File: src/logic/parity_rpt_pkg.sv
// shared constants, register map and carrier types for the parity reporting block
package parity_rpt_pkg;
  localparam int ADDR_W = 3;
  localparam int DATA_W = 8;
  // register word offsets
  localparam logic [ADDR_W-1:0] CMD_OFS   = 3'h0;
  localparam logic [ADDR_W-1:0] BCTL_OFS  = 3'h1;
  localparam logic [ADDR_W-1:0] SDIS_OFS  = 3'h2;
  localparam logic [ADDR_W-1:0] PSTAT_OFS = 3'h3;
  localparam logic [ADDR_W-1:0] SSTAT_OFS = 3'h4;
  // field positions
  localparam int CMD_PRESP_BIT = 0;
  localparam int CMD_SERREN_BIT = 1;
  localparam int BCTL_SRESP_BIT = 0;
  localparam int SDIS_PWPAR_BIT = 0;
  localparam int PST_MDP_BIT = 0;
  localparam int PST_SSERR_BIT = 1;
  localparam int PST_DET_BIT = 2;
  localparam int SST_MDP_BIT = 0;
  localparam int SST_DET_BIT = 1;
  // reset values
  localparam logic [DATA_W-1:0] REG_RST = 8'h00;
  // cycle counts
  localparam int PERR_DLY = 2;
  localparam int SYNC_DLY = 2;
  localparam int REPORT_LAG = PERR_DLY + SYNC_DLY;

  typedef enum logic [1:0] {XFER_READ, XFER_POSTED, XFER_DELAYED} xfer_e;
  typedef enum logic [1:0] {PIN_IDLE, PIN_LOW, PIN_HIGH} pin_state_e;

  // one data phase seen on one bus, given by the bridge core
  typedef struct packed {
    logic  valid;
    xfer_e kind;
    logic  downstream;
    logic  master;
    logic  par_err;
    logic  fwd_err;
  } phase_s;

  typedef struct packed {
    logic det_par;
    logic sig_serr;
    logic mdp;
  } pstat_s;

  typedef struct packed {
    logic det_par;
    logic mdp;
  } sstat_s;
endpackage

File: src/logic/parity_report.sv
// data parity detection and reporting for both ports of the bridge
// Function
// - primary target posted write: parity pin after two
// - that error sets primary detected parity bit
// - forward bad parity, complete transfer normally
// - upstream posted error: secondary pin, bit, forward
// - secondary target report sets secondary master bit
// - downstream posted report raises gated system error
// - upstream primary posted report: master bit, gated system error
// - system error also sets signaled system error
// - no system error for forwarded parity errors
// - primary detected bit only for three cases
// - secondary detected bit for three cases
// - primary master bit only as enabled master
// - secondary master bit only as enabled master
// - primary parity pin only target write, master read, secondary delayed write report
// - secondary report on delayed write drives primary pin
`timescale 1ns/1ps
module parity_report
  import parity_rpt_pkg::*;
(
  input  wire logic                              clk,                          // 50 MHz clock
  input  wire logic                              rst_n,                        // async reset, active low
  input  wire logic [parity_rpt_pkg::ADDR_W-1:0] reg_addr,                     // register index
  input  wire logic [parity_rpt_pkg::DATA_W-1:0] reg_wdata,                    // write data
  input  wire logic                              reg_wr,                       // write strobe
  input  wire logic                              reg_rd,                       // read strobe
  output logic      [parity_rpt_pkg::DATA_W-1:0] reg_rdata,                    // read data, next cycle
  input  wire parity_rpt_pkg::phase_s            p_phase,                      // primary data phase
  input  wire parity_rpt_pkg::phase_s            s_phase,                      // secondary data phase
  input  wire logic                              primary_parity_err_n_in,      // primary pin level
  output logic                                   primary_parity_err_n_out,     // primary pin drive
  output logic                                   primary_parity_err_n_oe,      // primary pin enable
  input  wire logic                              secondary_parity_err_n_in,    // secondary pin level
  output logic                                   secondary_parity_err_n_out,   // secondary pin drive
  output logic                                   secondary_parity_err_n_oe,    // secondary pin enable
  output logic                                   primary_system_err_n_out,     // open-drain drive level
  output logic                                   primary_system_err_n_oe,      // open-drain enable
  output logic                                   fwd_bad_par_to_s,             // poison data to secondary
  output logic                                   fwd_bad_par_to_p              // poison data to primary
);
  logic [1:0]        rst_q_ff;
  logic              rst_sync_n;
  logic [DATA_W-1:0] cmd_ff;
  logic [DATA_W-1:0] bctl_ff;
  logic [DATA_W-1:0] sdis_ff;
  pstat_s            pstat_ff;
  pstat_s            nxt_pstat;
  sstat_s            sstat_ff;
  sstat_s            nxt_sstat;
  logic [1:0]        perr_q1_ff;
  logic [1:0]        perr_q2_ff;
  phase_s            p_dly;
  phase_s            s_dly;
  logic              p_resp, s_resp, serr_en, pw_par_dis;
  logic              p_tgt_wr_err, p_mst_rd_err, s_tgt_wr_err, s_mst_rd_err;
  logic              p_rep, s_rep, p_det_set, s_det_set, p_mdp_set, s_mdp_set;
  logic              serr_dn, serr_up, serr_req;
  logic [1:0]        perr_req;
  logic [1:0]        perr_d1_ff;
  pin_state_e        pin_st_ff [2];
  logic [1:0]        pin_out_ff;
  logic [1:0]        pin_oe_ff;
  logic [1:0]        pin_in;

  // reset release through two flops, assertion stays asynchronous
  always_ff @(posedge clk or negedge rst_n) begin
    if (!rst_n) begin
      rst_q_ff <= 2'h0;
    end else begin
      rst_q_ff <= {rst_q_ff[0], 1'b1};
    end
  end
  assign rst_sync_n = rst_q_ff[1];

  assign p_resp     = cmd_ff[CMD_PRESP_BIT];
  assign serr_en    = cmd_ff[CMD_SERREN_BIT];
  assign s_resp     = bctl_ff[BCTL_SRESP_BIT];
  assign pw_par_dis = sdis_ff[SDIS_PWPAR_BIT];
  assign pin_in     = {secondary_parity_err_n_in, primary_parity_err_n_in};

  // pin levels come from the other clock world; second stage alone is read
  always_ff @(posedge clk or negedge rst_sync_n) begin
    if (!rst_sync_n) begin
      perr_q1_ff <= 2'h3;
      perr_q2_ff <= 2'h3;
    end else begin
      perr_q1_ff <= pin_in;
      perr_q2_ff <= perr_q1_ff;
    end
  end

  // our master phases wait until the target's report shows past the synchroniser
  // trade-off: a short copy of each phase is cheaper than tracking every open transfer
  phase_delay #(.WIDTH($bits(phase_s)), .DEPTH(REPORT_LAG)) u_p_dly (
    .clk   (clk),
    .rst_n (rst_sync_n),
    .d     (p_phase),
    .q     (p_dly)
  );
  phase_delay #(.WIDTH($bits(phase_s)), .DEPTH(REPORT_LAG)) u_s_dly (
    .clk   (clk),
    .rst_n (rst_sync_n),
    .d     (s_phase),
    .q     (s_dly)
  );

  // errors we detect ourselves on each bus
  assign p_tgt_wr_err = p_phase.valid && !p_phase.master && p_phase.downstream &&
                        p_phase.kind != XFER_READ && p_phase.par_err;
  assign p_mst_rd_err = p_phase.valid && p_phase.master && !p_phase.downstream &&
                        p_phase.kind == XFER_READ && p_phase.par_err;
  assign s_tgt_wr_err = s_phase.valid && !s_phase.master && !s_phase.downstream &&
                        s_phase.kind != XFER_READ && s_phase.par_err;
  assign s_mst_rd_err = s_phase.valid && s_phase.master && s_phase.downstream &&
                        s_phase.kind == XFER_READ && s_phase.par_err;

  // errors reported by the far target while we were master
  assign p_rep = p_dly.valid && p_dly.master && !perr_q2_ff[0];
  assign s_rep = s_dly.valid && s_dly.master && !perr_q2_ff[1];

  // detected bits ignore the response enables
  assign p_det_set = p_tgt_wr_err || p_mst_rd_err;
  assign s_det_set = s_tgt_wr_err || s_mst_rd_err;
  assign p_mdp_set = p_resp && ((p_phase.valid && p_phase.master && p_phase.par_err) || p_rep);
  assign s_mdp_set = s_resp && ((s_phase.valid && s_phase.master && s_phase.par_err) || s_rep);

  // parity pin requests, each needs its own bus response enable
  // a cross report is raised on the initiator's bus, which never saw the error itself
  assign perr_req[0] = p_resp && (p_tgt_wr_err || p_mst_rd_err ||
                       (s_rep && s_dly.kind == XFER_DELAYED && s_dly.downstream &&
                        s_resp && !s_dly.fwd_err));
  assign perr_req[1] = s_resp && (s_tgt_wr_err || s_mst_rd_err ||
                       (p_rep && p_dly.kind == XFER_DELAYED && !p_dly.downstream &&
                        p_resp && !p_dly.fwd_err));

  // the initiator already knows of a forwarded error, so only fresh ones escalate
  assign serr_dn  = s_rep && s_dly.kind == XFER_POSTED && !s_dly.fwd_err && !pw_par_dis;
  assign serr_up  = p_rep && p_dly.kind == XFER_POSTED && !p_dly.fwd_err;
  assign serr_req = serr_en && p_resp && s_resp && (serr_dn || serr_up);

  // parity pin drivers: low two cycles after the phase, then one cycle driven high
  genvar b;
  generate
    for (b = 0; b < 2; b++) begin : g_pin
      always_ff @(posedge clk or negedge rst_sync_n) begin
        if (!rst_sync_n) begin
          perr_d1_ff[b] <= 1'b0;
          pin_st_ff[b]  <= PIN_IDLE;
          pin_out_ff[b] <= 1'b1;
          pin_oe_ff[b]  <= 1'b0;
        end else begin
          perr_d1_ff[b] <= perr_req[b];
          // a request in any state restarts the low phase, so errors back to back keep the pin low
          case (pin_st_ff[b])
            PIN_IDLE, PIN_LOW, PIN_HIGH: begin
              if (perr_d1_ff[b]) begin
                pin_st_ff[b]  <= PIN_LOW;
                pin_out_ff[b] <= 1'b0;
                pin_oe_ff[b]  <= 1'b1;
              end else if (pin_st_ff[b] == PIN_LOW) begin
                pin_st_ff[b]  <= PIN_HIGH;
                pin_out_ff[b] <= 1'b1;
                pin_oe_ff[b]  <= 1'b1;
              end else begin
                pin_st_ff[b]  <= PIN_IDLE;
                pin_out_ff[b] <= 1'b1;
                pin_oe_ff[b]  <= 1'b0;
              end
            end
            default: begin
              pin_st_ff[b]  <= PIN_IDLE;
              pin_out_ff[b] <= 1'b1;
              pin_oe_ff[b]  <= 1'b0;
            end
          endcase
        end
      end
    end
  endgenerate

  assign primary_parity_err_n_out   = pin_out_ff[0];
  assign primary_parity_err_n_oe    = pin_oe_ff[0];
  assign secondary_parity_err_n_out = pin_out_ff[1];
  assign secondary_parity_err_n_oe  = pin_oe_ff[1];

  // system error is a one-cycle open-drain pulse
  always_ff @(posedge clk or negedge rst_sync_n) begin
    if (!rst_sync_n) begin
      primary_system_err_n_out <= 1'b1;
      primary_system_err_n_oe  <= 1'b0;
    end else begin
      primary_system_err_n_out <= !serr_req;
      primary_system_err_n_oe  <= serr_req;
    end
  end

  // bad parity rides along with the data; the transfer itself completes normally
  always_ff @(posedge clk or negedge rst_sync_n) begin
    if (!rst_sync_n) begin
      fwd_bad_par_to_s <= 1'b0;
      fwd_bad_par_to_p <= 1'b0;
    end else begin
      fwd_bad_par_to_s <= (p_tgt_wr_err && p_phase.kind == XFER_POSTED) || p_mst_rd_err;
      fwd_bad_par_to_p <= (s_tgt_wr_err && s_phase.kind == XFER_POSTED) || s_mst_rd_err;
    end
  end

  // control registers steer every gate above
  // limitation: only the low bits steer logic; the rest of each word is kept for software
  always_ff @(posedge clk or negedge rst_sync_n) begin
    if (!rst_sync_n) begin
      cmd_ff  <= REG_RST;
      bctl_ff <= REG_RST;
      sdis_ff <= REG_RST;
    end else if (reg_wr) begin
      if (reg_addr == CMD_OFS)  cmd_ff  <= reg_wdata;
      if (reg_addr == BCTL_OFS) bctl_ff <= reg_wdata;
      if (reg_addr == SDIS_OFS) sdis_ff <= reg_wdata;
    end
  end

  // write one to clear; a set in the same cycle wins so no event is lost
  always_comb begin
    nxt_pstat = pstat_ff;
    nxt_sstat = sstat_ff;
    if (reg_wr && reg_addr == PSTAT_OFS) begin
      nxt_pstat.mdp      = pstat_ff.mdp && !reg_wdata[PST_MDP_BIT];
      nxt_pstat.sig_serr = pstat_ff.sig_serr && !reg_wdata[PST_SSERR_BIT];
      nxt_pstat.det_par  = pstat_ff.det_par && !reg_wdata[PST_DET_BIT];
    end
    if (reg_wr && reg_addr == SSTAT_OFS) begin
      nxt_sstat.mdp     = sstat_ff.mdp && !reg_wdata[SST_MDP_BIT];
      nxt_sstat.det_par = sstat_ff.det_par && !reg_wdata[SST_DET_BIT];
    end
    nxt_pstat.mdp      = nxt_pstat.mdp || p_mdp_set;
    nxt_pstat.sig_serr = nxt_pstat.sig_serr || serr_req;
    nxt_pstat.det_par  = nxt_pstat.det_par || p_det_set;
    nxt_sstat.mdp      = nxt_sstat.mdp || s_mdp_set;
    nxt_sstat.det_par  = nxt_sstat.det_par || s_det_set;
  end

  always_ff @(posedge clk or negedge rst_sync_n) begin
    if (!rst_sync_n) begin
      pstat_ff <= '0;
      sstat_ff <= '0;
    end else begin
      pstat_ff <= nxt_pstat;
      sstat_ff <= nxt_sstat;
    end
  end

  // read data only in the cycle after the strobe; unmapped reads give zero
  always_ff @(posedge clk or negedge rst_sync_n) begin
    if (!rst_sync_n) begin
      reg_rdata <= REG_RST;
    end else if (reg_rd) begin
      case (reg_addr)
        CMD_OFS:   reg_rdata <= cmd_ff;
        BCTL_OFS:  reg_rdata <= bctl_ff;
        SDIS_OFS:  reg_rdata <= sdis_ff;
        PSTAT_OFS: reg_rdata <= {5'h00, pstat_ff};
        SSTAT_OFS: reg_rdata <= {6'h00, sstat_ff};
        default:   reg_rdata <= REG_RST;
      endcase
    end else begin
      reg_rdata <= REG_RST;
    end
  end
endmodule

File: src/logic/phase_delay.sv
// fixed-length delay line whose output comes from a register
`timescale 1ns/1ps
module phase_delay #(
  parameter int WIDTH = 8,
  parameter int DEPTH = 4
) (
  input  wire logic             clk,   // system clock
  input  wire logic             rst_n, // synchronised reset, active low
  input  wire logic [WIDTH-1:0] d,     // word in
  output logic      [WIDTH-1:0] q      // word DEPTH cycles later
);
  logic [WIDTH-1:0] stage_ff [DEPTH];

  // one register per stage
  genvar i;
  generate
    for (i = 0; i < DEPTH; i++) begin : g_stage
      always_ff @(posedge clk or negedge rst_n) begin
        if (!rst_n) begin
          stage_ff[i] <= '0;
        end else begin
          stage_ff[i] <= (i == 0) ? d : stage_ff[(i == 0) ? 0 : i-1];
        end
      end
    end
  endgenerate

  assign q = stage_ff[DEPTH-1];
endmodule

File: config.mk
export PLATFORM = sky130hd
export DESIGN_NAME = parity_report
export DESIGN_NICKNAME = d
export VERILOG_FILES = /design/src/logic/parity_rpt_pkg.sv /design/src/logic/parity_report.sv /design/src/logic/phase_delay.sv
export SDC_FILE = /design/constraint.sdc
export NUM_CORES = 1
export LEC_CHECK = 0
export BUFFER_PORTS_ARGS = -buffer_cell sky130_fd_sc_hd__buf_2
export CORE_UTILIZATION = 59
export DETAILED_ROUTE_END_ITERATION = 8
export GPL_TIMING_DRIVEN = 0
export PLACE_DENSITY = 0.81
export SETUP_SLACK_MARGIN = 0.2
export SYNTH_ARGS = -nofsm -noshare
export SYNTH_HDL_FRONTEND = slang
export SYNTH_SLANG_ARGS = --single-unit
File: constraint.sdc
create_clock -name clk -period 6 [get_ports clk]
set_clock_uncertainty 0.2 [all_clocks]
set_input_delay 0.3 -clock clk [delete_from_list [all_inputs] [get_ports clk]]
set_output_delay 0.3 -clock clk [all_outputs]
set_load 0.01 [all_outputs]
* Word-level counts from Yosys, hierarchy flattened
Cells that the tools add are included.
** Storage, ports and cells
- Register bits after elaboration :: 113
- Bits in latches :: 0
- Bits in writable memories :: 0
- ROM bits :: 0
- Input bits :: 31
- Output and inout port bits :: 16
- Memories kept :: 0
** Operators by class
- Add/subtract/negate cells :: 0
- $mul :: 0
- Divide/modulo/power cells :: 0
- Magnitude comparators :: 0
- Eq/ne operators :: 14
- Shift operators :: 0
- Muxes and demuxes :: 20
- Bitwise logic cells :: 0
- Reduce and logical (&&, ||, !) cells :: 91
** Operator list (count)
- 1-bit logical AND :: 51
- 8-bit case mux with 5 select lines :: 1
- 1-bit zero test :: 14
- 1-bit logical OR :: 14
- 2-bit 2-to-1 mux :: 7
- 2-bit by 1-bit equality test with 1-bit output, second input constant :: 6
- 1-bit 2-to-1 mux :: 10
- 2-bit equality test, second input constant :: 4
- 2-bit zero test :: 4
- 8-bit 2-to-1 mux :: 1
- 3-bit by 2-bit equality test with 1-bit output, second input constant :: 2
- 2-bit AND reduction :: 3
- 3-bit OR reduction :: 2
- 2-bit nonzero test :: 2
- 3-bit by 1-bit equality test with 1-bit output, second input constant :: 1
- 3-bit equality test, second input constant :: 1
- 3-bit zero test :: 1
- 3-bit 2-to-1 mux :: 1

* Logic depth before layout (Yosys ltp)
- Depth after elaboration :: 8
- Gate-level depth with buffers :: 6
- Mapped depth without buffers :: 4

* By module
Synthesis repeated with hierarchy kept, for this count alone.
** Second synthesis, totals
- Cells, all modules :: 262
- Area, all modules :: 3912.5 um^2
** Modules (own cells, without submodules)
- parity_report :: times used 1, cells an instance 192, area each 2406.1 um^2, seq. area each 1435.1 um^2
- phase_delay :: times used 2, cells an instance 35, area each 753.2 um^2, seq. area each 700.7 um^2

* Worst setup path after synthesis
OpenSTA, ideal clock, no wires.
- Path kind :: input -> register
- Start point :: input port reg_addr[2] (netlist name)
- End point :: register sdis_ff[0]
- Library setup time :: 125 ps
- Data arrival time :: 1254 ps
- Path slack :: 4421 ps
- Cell stages on the path :: 3
- Buffers on the path :: 0
- Cell sequence :: nand2b_2 nor3b_4 mux2_2
** Between the ends
- Longest elaborated chain between the ends :: 2
** RTL lines
- start, declared :: line parity_report.sv:24 : input wire logic [parity_rpt_pkg::ADDR_W-1:0] reg_addr,
- 3-bit by 2-bit equality test with 1-bit output :: line parity_report.sv:219 : if (reg_addr == SDIS_OFS) sdis_ff <= reg_wdata;
- 2-bit AND reduction (no line)
- end signal, assigned :: line parity_report.sv:219
- end, declared :: line parity_report.sv:46 : logic [DATA_W-1:0] sdis_ff;
Every way passes these cells.
A chain may end at the register's enable or synchronous reset.

* Worst setup path after layout
- Start point :: input port p_phase[3] (netlist name)
- End point :: register perr_d1_ff[0]
** Between the ends
- Longest elaborated chain between the ends :: 7
- Elaborated cells on any way between the ends :: 10
** RTL lines
- start, declared :: line parity_report.sv:29 : input wire parity_rpt_pkg::phase_s p_phase,
- 1-bit zero test :: line parity_report.sv:111 : assign p_mst_rd_err = p_phase.valid && p_phase.master && !p_phase.downstream &&
- 1-bit logical AND (2 in a row) :: line parity_report.sv:111
- 1-bit logical AND :: line parity_report.sv:112 : p_phase.kind == XFER_READ && p_phase.par_err;
- 1-bit logical OR (*) (2 in a row) :: line parity_report.sv:130 : assign perr_req[0] = p_resp && (p_tgt_wr_err || p_mst_rd_err ||
- 1-bit logical AND (*) :: line parity_report.sv:130
- named net perr_req[0] :: line parity_report.sv:59 : logic [1:0] perr_req;
- end signal, assigned by index :: line parity_report.sv:153 : perr_d1_ff[b] <= perr_req[b];
- end, declared :: line parity_report.sv:60 : logic [1:0] perr_d1_ff;
The timed path passes the listed nets; every way through them passes the cells marked *.

==> qor_table.md <==
| Item | Value |
|:---|:---|
| Count of distinct cell types in the synthesized netlist | 33 |
| Power density over the cells | 308.7 nW/um^2 |
| Normalized max-slew margin | 64.52% |
| Type of the setup path with the least slack | in2reg |
| Via count of the routed design | 2,083 |
| Max-capacitance violation count | 0 |
| Share of cell area taken by muxes after synthesis | 11.18% |
| Most frequent standard cell in the layout excluding fill and tap cells | dfrtp_1 |
| Die outline height | 80.15 um |
| Crit path largest cell delay | 540 ps |
| Routed wire length | 5849 um |
| WP data required | 6110 ps |
| Run status | complete, no violations |
| Largest family of logic cells by synthesized area | multiplexers |
| Top achievable clock speed | 0.5277 GHz |
| Fin. max-slew vios | 0 |
| Netlist area before placement | 3603 um^2 |
| Synth Area in Compound Gates | 4.514% |
| Largest voltage drop on the vdd net | 0.0002531 V |
| Core area | 5921 um^2 |
| Area of the die | 6424 um^2 |
| Post-route DRC | 0 |
| Number of synthesized flops with an enable pin | 0 |
| Simple-gate share of the synthesized area | 9.688% |
| Total gr overflow | 0 |
| Level count of the clock H-tree | 3 |
| Setup violation total in the final timing report | 0 |
| Overall Power | 1.349 mW |
| Share of post-route cells with drive strength above 1 | 31.46% |
| Kind of path behind the tightest hold check | in2async |
| Number of routed nets with antenna violations | 0 |
| Syn nets | 267 |
| Most area-hungry cell type in the Yosys netlist | dfrtp_1 |
| Top cells by area, synth | dfrtp_1 68%, mux2_2 7.5%, dfstp_2 5.1% |
| Mean area per synthesized cell | 15.27 um^2 |
| CTS tree | yes |
| Global-route wire length before repair | 9791 um |
| Fraction of registers with async set or reset after synthesis | 100.0% |
| CP endpoint kind | flip-flop |
| Clock transition at path regs | 100 ps |
| Number of warning messages in the yosys log | 0 |
| Maximum clock path buffer count | 2 |
| Horizontal die dimension | 80.15 um |
| Fin Setup TNS | 0 ps |
| Final period util | 31.59% |
| Maximum number of pins on one net before global-route repair | 63 |
| Arrival time reported for the critical path endpoint | 2010 ps |
| Number of endpoints with negative hold slack in the final report | 0 |
| Signed area change from the synthesized netlist to the final layout | 21.22% |
| Cell at the slowest stage of the critical path | dlygate4sd3_1 |
| TritonCTS Sinks | 105 |
| I/O pin cnt | 47 |
| PortBufs | 44 |
| Top FF cell, synth | dfrtp_1 |
| LEAKAGE | 2.021 nW |
| Average wire per cell in the routed design | 14.77 um |
| Ordered cell list for the critical path | dlygate4sd3_1 -> buf_2 -> or4b_1 -> a21oi_1 -> o21a_1 |
| Initial drt markers | 74 |
| Synthesized-area fraction occupied by xor and xnor cells | 0% |
| Detailed placement HPWL | 3946 um |
| Worst Tran Pin Value | 532.2 ps |
| Adder-Cell Fraction of Synth Area | 0% |
| Via count of the first global-routing pass | 2,180 |
| # rows | 28 |
| Crit-path max FO | 4 |
| Clock latency reported for the late side of the worst-skew pair | 370 ps |
| Placed standard-cell area | 3949 um^2 |
| Final-layout fill cell count | 396 |
| Sequential-to-total area share from yosys stat | 73.16% |
| Instance count of the mapped netlist | 236 |
| Number of nets in the layout | 347 |
| Area share of the largest cell type after synthesis | 68.06% |
| Initial core utilization | 60.86% |
| N_diodes | 0 |
| Commonest cells after routing, fill and taps aside | 97 x dfrtp_1, 47 x buf_2, 24 x mux2_2, 24 x dlygate4sd3_1, 16 x nor2_1 |
| Total global-route track usage | 21.75% |
| Number of antenna violations at the first check in global routing | 0 |
| Total iterations of the first detailed-routing run | 4 |
| Post-cts sizing count | 0 |
| Flip-flop and latch count after synthesis | 105 |
| Startpoint kind of the worst setup timing path | input port |
| Finished layout cell area | 4368 um^2 |
| RSZ-0062 raised after global routing | no |
| Final estimated routing congestion in global placement | 0.7294 |
| Post-DR vias/cell | 5.260 |
| Min Tclk post-route | 1895 ps |
| Number of buffers created by CTS | 9 |
| Clock root cell | clkbuf_8 |
==> cell families after synthesis <==
kind of cell / Yosys count
flip-flops: 105
AND/OR/NAND/NOR: 58
multiplexers: 36
buffers and inverters: 10
AO/OA/AOI/OAI: 26
other: 1
==> routing by layer <==
| metal | track usage (%) | wire [um] |
|---|---|---|
| met1 | 25.80 | 2445 |
| met2 | 37.09 | 3048 |
| met3 | 7.386 | 280 |
| met4 | 7.500 | 75 |
| met5 | 0 | 0 |
==> worst paths after layout <==
| kind | from | to | slack, ps | cells after the start |
|---|---|---|---|---|
| setup / recovery | p_phase[3] | perr_d1_ff[0] | 4100 | 5 |
| hold / removal | rst_n | rst_q_ff[1] | 30 | 2 |
| setup reg to reg | perr_q2_ff[1] | pstat_ff[1] | 4460 | 4 |
| hold reg to reg | rst_q_ff[1] | u_s_dly.stage_ff[21] | 120 | 0 |
| max in group asynchronous | rst_q_ff[1] | secondary_parity_err_n_out | 4760 | 1 |
| min in group clk | reg_wdata[1] | bctl_ff[1] | 40 | 2 |
==> synth_stat cells, types with 2 or more instances <==
library cell and n:
nor3b_1 3, nand3_1 3, buf_4 2, o21ai_0 5, a21oi_1 10, inv_1 5, nor4bb_1 2, nand4_1 7
nand2_1 8, mux2_2 24, a22o_1 2, dfrtp_1 98, nand2b_1 2, nor3b_4 2, nor2b_1 7, o21a_1 3
nor2_1 16, nor3_1 4, buf_2 3, mux2i_1 11, dfstp_2 7
==> per-stage QoR <==
| stage | worst slack (ps) | util [%] | cells | hold WS [ps] |
|---|---|---|---|---|
| 3_5_place_dp | 4118 | 66.69 | 356 | -113.8 |
| 4_1_cts | 4138 | 73.61 | 395 | 3.418 |
| 5_1_grt | 4093 | 73.77 | 396 | 6.386 |
| 2_1_floorplan | 2671 | - | 236 | -195.6 |
| 6_report | 4105 | 73.77 | 396 | 28.88 |
| 3_3_place_gp | 1809 | 66.17 | 355 | -114.5 |
==> repair_timing <==
item	4_1_cts	5_1_grt
endpoints found under the hold margin	32	1
hold buffers	23	1
setup buffers	0	0
==> power by group <==
group	switching (mW)	internal, mW	leakage [nW]
Sequential	0.0396	0.777	1.26
Combinational	0.0602	0.0778	0.673
Clock	0.235	0.159	0.0880
==> sequential cells by signal (all words and copies together) (netlist names), 2 cells and up <==
signal	count
u_p_dly.stage_ff	18
pstat_ff	3
rst_q_ff	2
pin_st_ff	4
bctl_ff	8
cmd_ff	8
u_p_dly.q	6
perr_q1_ff	2
sstat_ff	2
perr_d1_ff	2
reg_rdata	8
sdis_ff	8
u_s_dly.q	6
u_s_dly.stage_ff	18
perr_q2_ff	2
==> worst max-delay path, delay by kind of cell <==
kind	cells	cell delay [ps]
buffers and inverters	2	680
AOI/OAI and AO/OA	2	510
and+or+nand+nor	1	520
==> final cells by class <==
type                       count  area, um^2  share of cell area [%]
clock buffer                  11       131.4                   3.008
inverter                       5       18.77                  0.4297
sequential                   105        2640                   60.44
buffer                         5       30.03                  0.6875
tap                           75       93.84                   2.148
timing repair buffer          69       488.0                   11.17
clock inverter                 5       47.55                   1.089
multi-input combinational    121       918.4                   21.03
Note: power is estimated with default switching activity, not from simulation.
